File: config.mk
export PLATFORM = sky130hd
export DESIGN_NAME = loop_dac_serial_update_port
export DESIGN_NICKNAME = d
export VERILOG_FILES = /design/src/common/loop_port_pkg.sv /design/src/rtl/sync_two_ff.sv /design/src/rtl/loop_dac_serial_update_port.sv
export SDC_FILE = /design/constraint.sdc
export NUM_CORES = 1
export LEC_CHECK = 0
export ABC_AREA = 1
export BUFFER_PORTS_ARGS = -buffer_cell sky130_fd_sc_hd__buf_2
export CAP_MARGIN = 25
export CORE_ASPECT_RATIO = 0.7
export CORE_MARGIN = 3
export CORE_UTILIZATION = 50
export DETAILED_ROUTE_END_ITERATION = 10
export GPL_TIMING_DRIVEN = 0
export PLACE_DENSITY_LB_ADDON = 0.2
export SLEW_MARGIN = 10
export SYNTH_ARGS = -nofsm -noshare
export SYNTH_HDL_FRONTEND = slang
export SYNTH_HIERARCHICAL = 1
export SYNTH_SLANG_ARGS = --single-unit
File: constraint.sdc
create_clock -name pclk -period 1.66 [get_ports pclk]
set_input_delay 0.083 -clock pclk [delete_from_list [all_inputs] [get_ports pclk]]
set_output_delay 0.083 -clock pclk [all_outputs]
set_load 0.03 [all_outputs]
File: src/common/loop_port_pkg.sv
// package: constants and carrier types for the loop converter serial update port
package loop_port_pkg;
  // serial word width
  localparam int word_bits = 24;
  localparam logic [4:0] word_bits_m1 = 5'h17;
  localparam logic [4:0] count_reset = 5'h00;
  localparam logic [23:0] word_reset = 24'h000000;
  // top of the host serial clock rate, kept as printed in MHz
  localparam int sclk_max_mhz = 30;
  localparam int pclk_mhz = 200;
  // least pclk cycles per serial clock half period
  localparam int sclk_half_cycles = pclk_mhz / (2 * sclk_max_mhz);

  // apb register byte offsets
  localparam logic [7:0] status_off = 8'h00;
  localparam logic [7:0] mask_off = 8'h04;
  localparam logic [7:0] input_word_off = 8'h08;
  localparam logic [7:0] output_word_off = 8'h0c;
  localparam logic [7:0] readback_off = 8'h10;
  localparam logic [7:0] straps_off = 8'h14;
  localparam logic [7:0] fault_src_off = 8'h18;

  // status bit positions
  localparam int ev_write_bit = 0;
  localparam int ev_update_bit = 1;
  localparam int ev_fault_bit = 2;
  localparam logic [2:0] status_reset = 3'h0;
  localparam logic [2:0] mask_reset = 3'h0;
  localparam logic [4:0] fault_reset = 5'h00;

  // fault source bit positions in the fault source word
  localparam int flt_link_bit = 0;
  localparam int flt_crc_bit = 1;
  localparam int flt_current_bit = 2;
  localparam int flt_voltage_bit = 3;
  localparam int flt_temp_bit = 4;

  // serial pins after synchronising
  typedef struct packed {
    logic sclk;
    logic frame_n;
    logic serial_in;
    logic load_output_n;
  } link_pins_t;

  // static strap levels
  typedef struct packed {
    logic alarm_upscale;
    logic resistor_internal;
    logic [1:0] span;
    logic [2:0] regulator;
  } straps_t;
endpackage : loop_port_pkg

File: src/rtl/sync_two_ff.sv
// file: two flip-flop synchroniser for one level
`timescale 1ns/100ps
module sync_two_ff #(
  parameter logic reset_value = 1'b0
) (
  input wire logic pclk,
  input wire logic presetn,
  input wire logic clk_en,
  input wire logic async_in,
  output logic sync_out
);
  logic meta_q;

  // first stage feeds only the second stage
  always_ff @(posedge pclk or negedge presetn) begin
    if (!presetn) begin
      meta_q <= reset_value;
      sync_out <= reset_value;
    end else if (clk_en) begin
      meta_q <= async_in;
      sync_out <= meta_q;
    end
  end
endmodule // sync_two_ff

File: src/rtl/loop_dac_serial_update_port.sv
// file: serial update port, fault alert and strap decode of the loop converter
// Operation
// - shift readback out on rising serial clock
// - capture input bit on falling serial clock
// - bits move only while frame select low
// - frame select rising latches the write word
// - load tied low updates output at frame end
// - load high defers output until load falls
// - alert high while any fault, else low
// - five fault sources raise the alert
// - alarm strap picks upscale or downscale current
// - resistor strap picks internal or external resistor
// - two span straps decode the current range
// - three regulator straps jointly pick voltage
//
// The implementer's own choices: the address map and the APB interface to the registers.
`timescale 1ns/100ps
module loop_dac_serial_update_port (
  input wire logic pclk,
  input wire logic presetn,
  input wire logic clk_en,
  // apb slave
  input wire logic psel,
  input wire logic penable,
  input wire logic pwrite,
  input wire logic [7:0] paddr,
  input wire logic [31:0] pwdata,
  output logic [31:0] prdata,
  output logic pready,
  output logic pslverr,
  // serial link pins
  input wire logic sclk,
  input wire logic frame_n,
  input wire logic serial_in,
  input wire logic load_output_n,
  output logic serial_out,
  output logic serial_out_oe,
  // fault sources from the analog side
  input wire logic packet_error_check,
  input wire logic current_out_of_range,
  input wire logic loop_voltage_low,
  input wire logic over_temperature,
  input wire logic link_watchdog_expired,
  // straps
  input wire logic alarm_direction_strap,
  input wire logic resistor_select_strap,
  input wire logic span_strap_0,
  input wire logic span_strap_1,
  input wire logic regulator_strap_0,
  input wire logic regulator_strap_1,
  input wire logic regulator_strap_2,
  // decoded outputs
  output logic fault_alert,
  output logic alarm_upscale,
  output logic resistor_internal,
  output logic [1:0] span_select,
  output logic [2:0] regulator_select,
  output logic [23:0] output_word,
  output logic irq
);
  loop_port_pkg::link_pins_t pins_raw, pins_s;
  loop_port_pkg::straps_t straps_raw, straps_s;
  logic sclk_prev_q, frame_prev_q, load_prev_q;
  logic sclk_rise, sclk_fall, frame_rise, load_fall;
  logic [23:0] shift_in_q, shift_out_q, input_word_q, output_word_q, readback_q;
  logic [4:0] bit_count_q, fault_q;
  logic pending_q, write_done, update_now;
  logic [2:0] status_q, mask_q, events;
  logic fault_prev_q;
  logic wr_en, rd_en;

  assign pins_raw = '{sclk: sclk, frame_n: frame_n, serial_in: serial_in, load_output_n: load_output_n};
  assign straps_raw = '{alarm_upscale: alarm_direction_strap, resistor_internal: resistor_select_strap,
                        span: {span_strap_1, span_strap_0},
                        regulator: {regulator_strap_2, regulator_strap_1, regulator_strap_0}};

  // every pin passes two flops; idle levels chosen so reset looks like no frame
  sync_two_ff #(.reset_value(1'b0)) sync_sclk (.pclk(pclk), .presetn(presetn), .clk_en(clk_en),
    .async_in(pins_raw.sclk), .sync_out(pins_s.sclk));
  sync_two_ff #(.reset_value(1'b1)) sync_frame (.pclk(pclk), .presetn(presetn), .clk_en(clk_en),
    .async_in(pins_raw.frame_n), .sync_out(pins_s.frame_n));
  sync_two_ff #(.reset_value(1'b0)) sync_sdi (.pclk(pclk), .presetn(presetn), .clk_en(clk_en),
    .async_in(pins_raw.serial_in), .sync_out(pins_s.serial_in));
  sync_two_ff #(.reset_value(1'b1)) sync_load (.pclk(pclk), .presetn(presetn), .clk_en(clk_en),
    .async_in(pins_raw.load_output_n), .sync_out(pins_s.load_output_n));

  // straps go through the same synchroniser, sampled every cycle with no edge logic
  genvar gi;
  generate
    for (gi = 0; gi < 7; gi++) begin : g_strap
      sync_two_ff #(.reset_value(1'b0)) sync_strap (.pclk(pclk), .presetn(presetn), .clk_en(clk_en),
        .async_in(straps_raw[gi]), .sync_out(straps_s[gi]));
    end
  endgenerate

  // strap decode: pure levels, no latching on change
  assign alarm_upscale = straps_s.alarm_upscale;
  assign resistor_internal = straps_s.resistor_internal;
  assign span_select = straps_s.span;
  assign regulator_select = straps_s.regulator;

  // edge finders on synchronised pins; 200 MHz gives >=3 samples per 30 MHz half period
  always_ff @(posedge pclk or negedge presetn) begin
    if (!presetn) begin
      sclk_prev_q <= 1'b0;
      frame_prev_q <= 1'b1;
      load_prev_q <= 1'b1;
    end else if (clk_en) begin
      sclk_prev_q <= pins_s.sclk;
      frame_prev_q <= pins_s.frame_n;
      load_prev_q <= pins_s.load_output_n;
    end
  end

  assign sclk_rise = pins_s.sclk & ~sclk_prev_q & ~pins_s.frame_n;
  assign sclk_fall = ~pins_s.sclk & sclk_prev_q & ~pins_s.frame_n;
  assign frame_rise = pins_s.frame_n & ~frame_prev_q;
  assign load_fall = ~pins_s.load_output_n & load_prev_q;

  // input shift register: one bit per falling edge inside the frame
  always_ff @(posedge pclk or negedge presetn) begin
    if (!presetn) begin
      shift_in_q <= loop_port_pkg::word_reset;
      bit_count_q <= loop_port_pkg::count_reset;
    end else if (clk_en) begin
      if (sclk_fall) begin
        shift_in_q <= {shift_in_q[22:0], pins_s.serial_in};
        if (bit_count_q != loop_port_pkg::word_bits_m1) begin
          bit_count_q <= bit_count_q + 5'h01;
        end
      end else if (pins_s.frame_n) begin
        bit_count_q <= loop_port_pkg::count_reset;
      end
    end
  end

  // readback shifts out msb first; reloaded at frame start so bit 23 leads
  always_ff @(posedge pclk or negedge presetn) begin
    if (!presetn) begin
      shift_out_q <= loop_port_pkg::word_reset;
      serial_out <= 1'b0;
    end else if (clk_en) begin
      if (!pins_s.frame_n && frame_prev_q) begin
        shift_out_q <= readback_q;
      end else if (sclk_rise) begin
        serial_out <= shift_out_q[23];
        shift_out_q <= {shift_out_q[22:0], 1'b0};
      end
    end
  end
  // driven only inside a frame so the line is shared with other parts
  assign serial_out_oe = ~pins_s.frame_n;

  // write word latched when the frame closes
  assign write_done = frame_rise;
  always_ff @(posedge pclk or negedge presetn) begin
    if (!presetn) begin
      input_word_q <= loop_port_pkg::word_reset;
    end else if (clk_en && write_done) begin
      input_word_q <= shift_in_q;
    end
  end

  // output update: immediate with load low at frame end, otherwise on load falling edge
  assign update_now = (write_done && !pins_s.load_output_n) || (load_fall && pending_q);
  always_ff @(posedge pclk or negedge presetn) begin
    if (!presetn) begin
      output_word_q <= loop_port_pkg::word_reset;
      pending_q <= 1'b0;
    end else if (clk_en) begin
      if (write_done && !pins_s.load_output_n) begin
        output_word_q <= shift_in_q;
        pending_q <= 1'b0;
      end else if (write_done) begin
        pending_q <= 1'b1;
      end else if (load_fall && pending_q) begin
        output_word_q <= input_word_q;
        pending_q <= 1'b0;
      end
    end
  end
  assign output_word = output_word_q;

  // fault sources are sampled as levels; alert tracks them with two flops of latency
  always_ff @(posedge pclk or negedge presetn) begin
    if (!presetn) begin
      fault_q <= loop_port_pkg::fault_reset;
      fault_alert <= 1'b0;
      fault_prev_q <= 1'b0;
    end else if (clk_en) begin
      fault_q[loop_port_pkg::flt_link_bit] <= link_watchdog_expired;
      fault_q[loop_port_pkg::flt_crc_bit] <= packet_error_check;
      fault_q[loop_port_pkg::flt_current_bit] <= current_out_of_range;
      fault_q[loop_port_pkg::flt_voltage_bit] <= loop_voltage_low;
      fault_q[loop_port_pkg::flt_temp_bit] <= over_temperature;
      fault_alert <= |fault_q;
      fault_prev_q <= fault_alert;
    end
  end

  // readback word carries the fault sources, refreshed every cycle outside a frame
  always_ff @(posedge pclk or negedge presetn) begin
    if (!presetn) begin
      readback_q <= loop_port_pkg::word_reset;
    end else if (clk_en && pins_s.frame_n) begin
      readback_q <= {19'h00000, fault_q};
    end
  end

  // apb: zero wait states; unmapped offsets read zero with pslverr
  assign pready = 1'b1;
  assign wr_en = psel & penable & pwrite & clk_en;
  assign rd_en = psel & penable & ~pwrite;

  assign events = {fault_alert & ~fault_prev_q, update_now, write_done};

  // sticky status; a new event wins over a write-one clear in the same cycle
  always_ff @(posedge pclk or negedge presetn) begin
    if (!presetn) begin
      status_q <= loop_port_pkg::status_reset;
    end else if (clk_en) begin
      if (wr_en && paddr == loop_port_pkg::status_off) begin
        status_q <= (status_q & ~pwdata[2:0]) | events;
      end else begin
        status_q <= status_q | events;
      end
    end
  end

  // interrupt mask, one bit per status bit
  always_ff @(posedge pclk or negedge presetn) begin
    if (!presetn) begin
      mask_q <= loop_port_pkg::mask_reset;
    end else if (wr_en && paddr == loop_port_pkg::mask_off) begin
      mask_q <= pwdata[2:0];
    end
  end
  assign irq = |(status_q & mask_q);

  // read mux and error answer
  always_comb begin
    prdata = 32'h00000000;
    pslverr = 1'b0;
    if (psel && penable) begin
      case (paddr)
        loop_port_pkg::status_off: prdata = {29'h00000000, status_q};
        loop_port_pkg::mask_off: prdata = {29'h00000000, mask_q};
        loop_port_pkg::input_word_off: prdata = {8'h00, input_word_q};
        loop_port_pkg::output_word_off: prdata = {8'h00, output_word_q};
        loop_port_pkg::readback_off: prdata = {8'h00, readback_q};
        loop_port_pkg::straps_off: prdata = {25'h0000000, straps_s};
        loop_port_pkg::fault_src_off: prdata = {27'h0000000, fault_q};
        default: pslverr = 1'b1;
      endcase
      if (!rd_en && paddr != loop_port_pkg::status_off && paddr != loop_port_pkg::mask_off) begin
        pslverr = 1'b1;
      end
    end
  end

  // frame, update and readback rules checked at the flops that carry them
  frame_latch_a: assert property (@(posedge pclk) disable iff (!presetn)
    (clk_en && frame_rise) |=> (input_word_q == $past(shift_in_q)))
    else $error("write word not latched at frame end");

  immediate_update_a: assert property (@(posedge pclk) disable iff (!presetn)
    (clk_en && frame_rise && !pins_s.load_output_n) |=> (output_word_q == $past(shift_in_q)))
    else $error("output not updated with load held low");

  deferred_hold_a: assert property (@(posedge pclk) disable iff (!presetn)
    (clk_en && frame_rise && pins_s.load_output_n) |=> (output_word_q == $past(output_word_q)) && pending_q)
    else $error("output changed while load high");

  deferred_load_a: assert property (@(posedge pclk) disable iff (!presetn)
    (clk_en && load_fall && pending_q && !frame_rise) |=> (output_word_q == $past(input_word_q)) && !pending_q)
    else $error("deferred update missing on load fall");

  capture_bit_a: assert property (@(posedge pclk) disable iff (!presetn)
    (clk_en && sclk_fall) |=> (shift_in_q[0] == $past(pins_s.serial_in)))
    else $error("input bit not captured on falling edge");

  no_shift_idle_a: assert property (@(posedge pclk) disable iff (!presetn)
    (clk_en && pins_s.frame_n && frame_prev_q) |=> (shift_in_q == $past(shift_in_q)))
    else $error("shift register moved outside frame");

  readback_shift_a: assert property (@(posedge pclk) disable iff (!presetn)
    (clk_en && sclk_rise && !(!pins_s.frame_n && frame_prev_q)) |=> (serial_out == $past(shift_out_q[23])))
    else $error("readback bit not driven on rising edge");

  alert_track_a: assert property (@(posedge pclk) disable iff (!presetn)
    (clk_en [*2]) |-> (fault_alert == $past(|fault_q)))
    else $error("alert does not follow fault sources");

  fault_sources_a: assert property (@(posedge pclk) disable iff (!presetn)
    (clk_en && over_temperature) |=> fault_q[loop_port_pkg::flt_temp_bit])
    else $error("overtemperature not captured");

  strap_level_a: assert property (@(posedge pclk) disable iff (!presetn)
    (clk_en [*2]) |=> ((span_select == $past({span_strap_1, span_strap_0}, 2)) &&
      (regulator_select == $past({regulator_strap_2, regulator_strap_1, regulator_strap_0}, 2))))
    else $error("strap levels not passed through two flops");

  alarm_strap_a: assert property (@(posedge pclk) disable iff (!presetn)
    (clk_en [*2]) |=> (alarm_upscale == $past(alarm_direction_strap, 2)))
    else $error("alarm direction strap not followed");

  resistor_strap_a: assert property (@(posedge pclk) disable iff (!presetn)
    (clk_en [*2]) |=> (resistor_internal == $past(resistor_select_strap, 2)))
    else $error("resistor strap not followed");

  bit_count_a: assert property (@(posedge pclk) disable iff (!presetn)
    (clk_en && pins_s.frame_n) |=> (bit_count_q == loop_port_pkg::count_reset))
    else $error("bit count not cleared outside frame");

  link_fault_a: assert property (@(posedge pclk) disable iff (!presetn)
    (clk_en && link_watchdog_expired) |=> fault_q[loop_port_pkg::flt_link_bit])
    else $error("link fault not captured");

  crc_fault_a: assert property (@(posedge pclk) disable iff (!presetn)
    (clk_en && packet_error_check) |=> fault_q[loop_port_pkg::flt_crc_bit])
    else $error("packet check fault not captured");

  current_fault_a: assert property (@(posedge pclk) disable iff (!presetn)
    (clk_en && current_out_of_range) |=> fault_q[loop_port_pkg::flt_current_bit])
    else $error("loop current fault not captured");

  voltage_fault_a: assert property (@(posedge pclk) disable iff (!presetn)
    (clk_en && loop_voltage_low) |=> fault_q[loop_port_pkg::flt_voltage_bit])
    else $error("loop voltage fault not captured");

  alert_event_a: assert property (@(posedge pclk) disable iff (!presetn)
    (clk_en && fault_alert && !fault_prev_q) |=> status_q[loop_port_pkg::ev_fault_bit])
    else $error("alert rise not recorded in status");

  frame_oe_a: assert property (@(posedge pclk) disable iff (!presetn)
    (clk_en [*2]) |=> (serial_out_oe == !$past(frame_n, 2)))
    else $error("readback driver enable outside frame");

  deferred_idle_a: assert property (@(posedge pclk) disable iff (!presetn)
    (clk_en && load_fall && !pending_q && !frame_rise) |=> $stable(output_word_q))
    else $error("load fall without pending write changed output");

  clock_freeze_a: assert property (@(posedge pclk) disable iff (!presetn)
    (!clk_en) |=> ($stable(output_word_q) && $stable(status_q) && $stable(shift_in_q)))
    else $error("state moved while clock enable low");

  refused_access_a: assert property (@(posedge pclk) disable iff (!presetn)
    (psel && penable && paddr > loop_port_pkg::fault_src_off) |-> (pslverr && prdata == 32'h00000000))
    else $error("unmapped access not refused");
endmodule // loop_dac_serial_update_port

; ---- After elaboration in Yosys (flattened, before gate mapping)
; Index checks and enable logic that the tools add are counted.
[totals]
ff_bits = 141
input_bits = 62
word_cells = 110
[classes]
n_eq_ne = 8
mux = 14
bitwise = 24
reduce_logical = 27
[ops]
columns = operator, n
row1 = case mux 24 bit (7 select lines), 1
row2 = 2-to-1 mux 24 bit, 6
row3 = "equality test 8 x 5 -> 1 bit, second input constant", 3
row4 = "equality test 8 x 4 -> 1 bit, second input constant", 2
row5 = bitwise AND 1 bit, 11
row6 = logical AND 1 bit, 10
row7 = "equality test 8 x 3 -> 1 bit, second input constant", 1
row8 = logical NOT 8 bit, 1
row9 = "inequality test 8 x 3 -> 1 bit, second input constant", 1
row10 = NOT 1 bit, 8
row11 = nonzero test 8 bit, 1
row12 = OR reduction 7 bit, 1
row13 = bitwise AND 3 bit, 2
row14 = 2-to-1 mux 1 bit, 6
row15 = bitwise OR 3 bit, 2
row16 = AND reduction 2 bit, 3
row17 = AND reduction 3 bit, 2
row18 = OR reduction 5 bit, 1
row19 = nonzero test 2 bit, 2
row20 = logical NOT 1 bit, 3
row21 = 2-to-1 mux 3 bit, 1
row22 = NOT 3 bit, 1
row23 = nonzero test 3 bit, 1
row24 = OR reduction 3 bit, 1
row25 = other kinds (2), 2

; ---- Longest topological paths before layout
; Gate-level depths: netlist (run 1).
[logic_depth]
word_depth = 7
ltp_mapped = 10
mapped_depth_nobuf = 9

; ---- Modules after synthesis
; Netlist (run 1), hierarchy kept.
[modules_own_cells]
columns = mod, n_inst, cells_each, area_per_inst_um2, seq_area_each_um2
row1 = loop_dac_serial_update_port, 1, 711, 5789.3, 2980.4
row2 = sync_two_ff at g_strap[0].sync_strap ..., 9, 9, 76.3, 50.0
row3 = sync_two_ff at sync_frame ..., 2, 9, 78.8, 52.6

; ---- Least setup slack after synthesis (run 1)
; No wires, ideal clock.
[synth_path]
path_type = reg2reg
startpoint = register sync_frame.sync_out
endpoint = register output_word_q[0], in the netlist output_word[0]
setup_time_ns = 0.126
arrival_time_ns = 1.338
slack_ns = 0.196
stages_incl_launch_ff = 8
synth_period_minus_slack_ns = 1.464
cell_sequence = dfstp_2 inv_2 nor2_4 nand2_2 a21oi_4 buf_4 buf_6 a31oi_1
[synth_via]
elab_chain_len = 4
elab_cells_between_ends = 6
[synth_lines]
columns = item, line_no
row1 = start: declaration, sync_two_ff.sv:10  ; output logic sync_out
row2 = start signal: assignment, sync_two_ff.sv:18  ; sync_out <= reset_value;
row3 = start signal: assignment, sync_two_ff.sv:21  ; sync_out <= meta_q;
row4 = bitwise AND 1 bit *, loop_dac_serial_update_port.sv:117  ; assign frame_rise = pins_s.frame_n & ~frame_prev_q;
row5 = logical AND 1 bit, loop_dac_serial_update_port.sv:171  ; if (write_done && !pins_s.load_output_n) begin
row6 = inequality test 2 x 1 -> 1 bit (no line) or nonzero test 2 bit (tied branches), --
row7 = AND reduction 3 bit (no line), --
row8 = end signal: assignment, loop_dac_serial_update_port.sv:168  ; output_word_q <= loop_port_pkg::word_reset;
row9 = end signal: assignment, loop_dac_serial_update_port.sv:172  ; output_word_q <= shift_in_q;
row10 = end signal: assignment, loop_dac_serial_update_port.sv:177  ; output_word_q <= input_word_q;
row11 = end: declaration, loop_dac_serial_update_port.sv:65  ; logic [23:0] shift_in_q, shift_out_q, input_word_q, output_word_q, readback_q;
; Every way passes the cells marked *; elsewhere a longest branch is shown, timed or not.
; A chain may end at the register's enable or synchronous reset.

; ---- Worst setup path after layout (run 1)
[layout_path]
startpoint = register mask_q[2]
endpoint = output port prdata[2]
[layout_via]
elab_chain_len = 2
[layout_lines]
columns = item, line_no
row1 = start: declaration, loop_dac_serial_update_port.sv:68  ; logic [2:0] status_q, mask_q, events;
row2 = start signal: assignment, loop_dac_serial_update_port.sv:233  ; mask_q <= loop_port_pkg::mask_reset;
row3 = start signal: assignment, loop_dac_serial_update_port.sv:235  ; mask_q <= pwdata[2:0];
row4 = case mux 24 bit (7 select lines), loop_dac_serial_update_port.sv:245  ; case (paddr)
row5 = 2-to-1 mux 24 bit, loop_dac_serial_update_port.sv:244  ; if (psel && penable) begin
row6 = end: declaration, loop_dac_serial_update_port.sv:28  ; output logic [31:0] prdata,
; No other way between the ends.

==> results of run 1 <==
[flip-flops by register name, summed over array words and instances (netlist names), 3 cells and up]
signal	count
status_q	3
mask_q	3
output_word	24
g_strap.sync_strap/meta_q	7
readback_q	5
g_strap.sync_strap/sync_out	7
fault_q	5
shift_in_q	24
input_word_q	24
shift_out_q	24
[synth_stat cells (all sizes together)]
library cell / number / area [µm²]
clkbuf: 14 / 52.55
o21ai: 114 / 570.6
conb: 2 / 7.510
nor3: 1 / 10.01
nand2: 248 / 960.9
a31oi: 11 / 68.82
nand3b: 1 / 7.510
o211ai: 8 / 70.06
inv: 118 / 445.4
a21oi: 12 / 82.58
dfrtp: 135 / 3378
nor2: 51 / 275.3
dfstp: 6 / 157.7
nand3: 40 / 205.2
nor4: 1 / 6.260
o22ai: 19 / 118.9
buf: 29 / 216.5
[routing by layer]
| layer | part of all wire | vias up | global-route usage |
|---|---|---|---|
| met5 | 0 | - | 0 |
| met4 | 0.0098 | 0 | 0.06440 |
| met3 | 0.094 | 16 | 0.04537 |
| met2 | 0.41 | 261 | 0.3512 |
| met1 | 0.48 | 2754 | 0.4045 |
| li1 | - | 2826 | - |
[cells by family after synthesis]
group	after synthesis
buf+inv	161
simple gates	342
other cells	2
flops	141
compound gates	164
[timing repair]
item	4_1_cts	5_1_grt
hold buffers	20	0
setup buffers	0	3
endpoints found under the setup margin	0	51
hold endpoints to repair	69	0
resized for setup	0	13
[power by group through the flow]
stage / sequential (mW) / combinational, mW / clock [mW]
5_1_grt: 4.53 / 2.21 / 4.14
2_1_floorplan: 4.75 / 0.920 / 0
6_report: 4.46 / 1.98 / 3.97
3_3_place_gp: 4.49 / 1.88 / 0
3_5_place_dp: 4.49 / 1.91 / 0
4_1_cts: 4.45 / 1.98 / 3.98
[worst paths after layout]
path                                startpoint                 end
max                                  mask_q[2]           prdata[2]
min                                     clk_en    sync_load/meta_q
max reg2reg                sync_frame/sync_out     input_word_q[1]
min reg2reg                   sync_load/meta_q  sync_load/sync_out
max in group asynchronous              presetn        frame_prev_q
min in group asynchronous              presetn     output_word[21]
[worst min-delay path: cells and delay by family]
kind | cells | cell delay [ns]
buffers and inverters | 1 | 0.29
and+or+nand+nor | 2 | 0.16
[cell type report]
cell class,count,area [µm²]
inverters,118,445.4
clock inverters,7,137.6
fillers,1085,4461
multi-input cells,515,2417
flip-flops and latches,141,3536
plain buffers,43,280.3
well taps,162,202.7
repair buffers,116,729.5
clock buffers,23,467.9
==> out/results.ini, run 1 <==
[pwr]
power_per_cell_area_nw_per_um2=1268
seqPwrFrac=0.429
leakage_nw=3.987
pwr-share-clk=0.381
peakVddDrop_mv=0.9272
post-layout-total-power_mw=10.42
p_sw_mw=3.201
p_comb_frac=0.190
p_int_mw=7.215
switching_share=0.3073

[worst_hold_path]
worstHoldPathType=in -> reg
hold_path_depth=3

[critical_path]
r2r_setup_slack_ns=0.10
crit_fanout=3
crit_family=flip-flops
path_depth=5
path_common_cell=nor2_1
r2r_cells=6
worstPathArrival_ns=1.50
end_kind=output pin
start_kind=register
path_cells=inv_1 -> nor2_1 -> nor2_1 -> a21oi_1 -> buf_2
required_ns=1.58
crit_buf_inv=2
critPathMaxStageDelay_ns=0.38
critPathKind=reg -> out
cp_slowest_cell=dfrtp_1

[die]
io_pins=131
core_area_um2=12680
start_util=0.5233
die_w_um=143.7
rows=34
die_y_um=102.4
die_area_um2=14710

[layout]
mostFrequentLayoutCells=nand2_1 (242), dfrtp_1 (135), inv_1 (111), buf_2 (101), o21ai_0 (98)
fin_cells=1125
final_area_um2=8217
num_antenna_cells=0
area_delta_synth_final_pct=23.86
drive_above_1_share=0.2087
nNetsFinal=1014
layout_commonest_cell=nand2_1
final_util=0.6481

[yosys]
synth_top_family_by_area=simple AND/OR/NAND/NOR gates
synthAdderAreaFrac=0
synthesis.area_um2=6634
synth.area.mux_share=0
synthSimpleGateAreaFrac=0.2209
synth-compound-area-share=0.1373
postSynthCellCount=810
synth-xor-area-share=0
syn_area_per_cell_um2=8.190
synth_cell_types=30
ys_seq_area_frac=0.5330
ys_ff_latch=141
ys.warnings.count=6

[timing]
tightest_slew_ns=0.6657
finalCriticalPeriod_ns=1.581
hold_viol=0
rsz0062_at_grt=false
fin_crit_sh=0.9525
clock-skew-final_ns=0.01300
slew_headroom=0.5562
setup_violations=0
final.setup.tns_ns=0
fmax_ghz=0.6325
hold_ws_ns=0.1376
fin_ws_ns=0.07890
slew_viol_final=0

[grt]
grt_pass1_wl_mm=28.48
grt_start_max_net_pins=92
antenna_found_initial=0
grt_overflow=0
grt_usage=0.2518
grt_pass1_vias=5350

[route]
vias_per_cell=5.206
vias=5857
ant_nets=0
dr.pass1.iters=5
wl_mm=17.60
first_iter_violations=578
drcViolationCount=0
wl_per_cell_um=15.64

[cts]
path_clk_slew_ns=0.05
cts-root-buf=clkbuf_16
ctsHtreeMaxLevel=4
clk-insertion-delay-late_ns=0.42
cts.sinks=141
clockBufferDepth=2
cts_tree=done
numCtsBuffers=17

[place]
place_inst=1072
hpwl_mm=12.04
numPortBuffers=92
dp_worst_setup_slack_ns=-0.1841
placed_area_um2=7357
routabilityCongestion=0.9069

[run]
cap_violations=0

[run_status]
status=complete, no violations

Note: power is estimated with default switching activity, not from simulation.
==> inputs of run 2 (changes only) <==
--- a/config.mk
+++ b/config.mk
@@ -5,7 +5,6 @@
 export SDC_FILE = /design/constraint.sdc
 export NUM_CORES = 1
 export LEC_CHECK = 0
-export ABC_AREA = 1
 export BUFFER_PORTS_ARGS = -buffer_cell sky130_fd_sc_hd__buf_2
 export CAP_MARGIN = 25
 export CORE_ASPECT_RATIO = 0.7
==> out/results.ini, run 2 <==
[run_status]
status=finished, violations left
violations=negative setup slack

[critical_path]
cp_slowest_cell=or4_4
end_kind=output pin
r2r_setup_slack_ns=0.06
r2r_cells=4
crit_family=simple AND/OR/NAND/NOR gates
start_kind=primary input
crit_fanout=8
crit_buf_inv=2
regToRegEndpoint=shift_in_q[5]
required_ns=1.58
worstPathArrival_ns=1.66
critPathKind=in -> out
r2r_start=sync_frame/sync_out
path_cells=buf_6 -> or4_4 -> nor3_4 -> nand3_1 -> a21oi_2 -> buf_4
critPathMaxStageDelay_ns=0.60

[die]
rows=33
die_w_um=140.1
start_util=0.5237
die_area_um2=13990
die_y_um=99.86
core_area_um2=12020
io_pins=131

[yosys]
synth_edf_count=0
synthesis.area_um2=6292
synth_top_area_cell=dfrtp_1
ys_seq_area_frac=0.5619
synthTopCellsByCount=dfrtp_1 (135), mux2_2 (85), nor2_1 (52)
synth_top_family_by_area=multiplexers
ys_ff_latch=141
synthAdderAreaFrac=0
synth.area.top_cells=dfrtp_1 (54%), mux2_2 (15%), mux2i_1 (8.0%), nor2_1 (3.1%), a22o_1 (3.1%)
yosys_most_used_dff=dfrtp_1
postSynthCellCount=503
postSynth.asyncResetShare=1.000
synth-compound-area-share=0.08729
yosysMostFrequentCell=dfrtp_1
synth-xor-area-share=0
synthSimpleGateAreaFrac=0.07934
synth_cell_types=43
syn_area_per_cell_um2=12.51
synth.area.mux_share=0.2388
ys.warnings.count=6
synth_top_area_frac=0.5369

[timing]
final.setup.tns_ns=-0.7602
tightest_slew_ns=0.6883
rsz0062_at_grt=true
setup_violations=23
fin_ws_ns=-0.08781
clock-skew-final_ns=0.007479
slew_viol_final=0
hold_viol=0
slew_headroom=0.5402
hold_ws_ns=0.1769
fin_crit_sh=1.053
fmax_ghz=0.5721
finalCriticalPeriod_ns=1.748

[pwr]
pwr-share-clk=0.350
p_int_mw=7.568
p_comb_frac=0.240
power_per_cell_area_nw_per_um2=1332
switching_share=0.3256
peakVddDrop_mv=0.9471
post-layout-total-power_mw=11.22
leakage_nw=3.942
p_sw_mw=3.653
seqPwrFrac=0.410

[layout]
layout_commonest_cell=dfrtp_1
nNetsFinal=716
num_antenna_cells=0
drive_above_1_share=0.4505
fin_cells=823
area_delta_synth_final_pct=33.92
mostFrequentLayoutCells=dfrtp_1 (135), mux2_2 (85), buf_2 (69), mux2i_1 (49), nor2_1 (34)

[place]
dp_worst_setup_slack_ns=-0.9967
routabilityCongestion=0.9270
hpwl_mm=10.03
numPortBuffers=92
place_inst=760

[route]
wl_mm=15.34
vias=4560
ant_nets=0
first_iter_violations=214
wl_per_cell_um=18.64
dr.pass1.iters=5
vias_per_cell=5.541
drcViolationCount=0

[cts]
cts_tree=done
ctsHtreeMaxLevel=4
numCtsBuffers=17
clockBufferDepth=2
path_clk_slew_ns=0.05
clk-insertion-delay-late_ns=0.41
cts-root-buf=clkbuf_16
cts.sinks=141

[grt]
grt_pass1_wl_mm=25.24
grt_start_max_net_pins=72
grt_overflow=0
grt_usage=0.2268
grt_pass1_vias=4808
antenna_found_initial=0

[worst_hold_path]
hold_end=mask_q[1]
min_from=paddr[2]
worstHoldPathType=in -> reg
hold_path_depth=4

[run]
cap_violations=0

## run 2: cell type report
class                           count  area (µm²)
Tap cell                          157       196.4
Timing Repair Buffer              127       980.9
Buffer                             32       240.2
Clock buffer                       21       470.5
Fill cell                         882        3588
Clock inverter                     10       137.6
Inverter                            8       30.03
Multi-Input combinational cell    327        2835
Sequential cell                   141        3536
## run 2: worst max-delay path by stage
stage,from,end,slack [ns],depth (start not counted)
floorplan,paddr[1],mask_q[0],-0.06,4
global placement,presetn,g_strap[4].sync_strap/meta_q,-1.37,1
finish,paddr[6],prdata[4],-0.09,6
global route,paddr[6],prdata[4],-0.19,6
detailed placement,clk_en,shift_in_q[5],-1.0,7
CTS,paddr[6],prdata[4],-0.05,6
## run 2: stage by stage
stage / instance area (µm²) / utilization
final: 8427 / 0.7013
after global routing: 8427 / 0.7013
after CTS: 8322 / 0.6926
after detailed placement: 7116 / 0.5922
after global placement: 7082 / 0.5894
after floorplan: 6425 / -
## run 2: power groups by stage
stage	Combinational (mW)	Clock [mW]	Sequential, mW
after floorplan	1.12	0	5.16
after global placement	2.43	0	4.60
after detailed placement	2.51	0	4.64
after CTS	2.66	3.97	4.59
after global routing	2.91	4.11	4.69
final	2.69	3.92	4.61
## run 2: layer usage
metal / vias to the layer above / part of all wire / wire length, µm / global-route usage
met4: 0 / 0.015 / 225 / 0.07669
li1: 2093 / - / - / -
met5: - / 0 / 0 / 0
met2: 144 / 0.47 / 7211 / 0.3539
met1: 2300 / 0.46 / 6991 / 0.3176
met3: 23 / 0.059 / 912 / 0.05333
## run 2: kinds of logic (layout without fill, tap and decap cells)
kind of cell / count (synthesis) / count (layout)
flip-flops: 141 / 141
multiplexers: 138 / 138
AND/OR/NAND/NOR: 99 / 99
AO/OA/AOI/OAI: 81 / 81
buffers and inverters: 42 / 198
other: 2 / 9
## run 2: timing repair
item,in CTS,in global routing
gates cloned,1,0
gates resized for setup,99,24
hold buffers,20,0
endpoints found under the setup margin,121,108
setup buffers,8,5
pin swaps,24,7
hold endpoints to repair,91,0
## run 2: worst register-to-register path, delay by kind of cell, from the launching register on
kind	cells	cell delay, ns
buffers and inverters	1	0.22
multiplexers	1	0.36
flip-flops	1	0.41
AND/OR/NAND/NOR	2	0.49
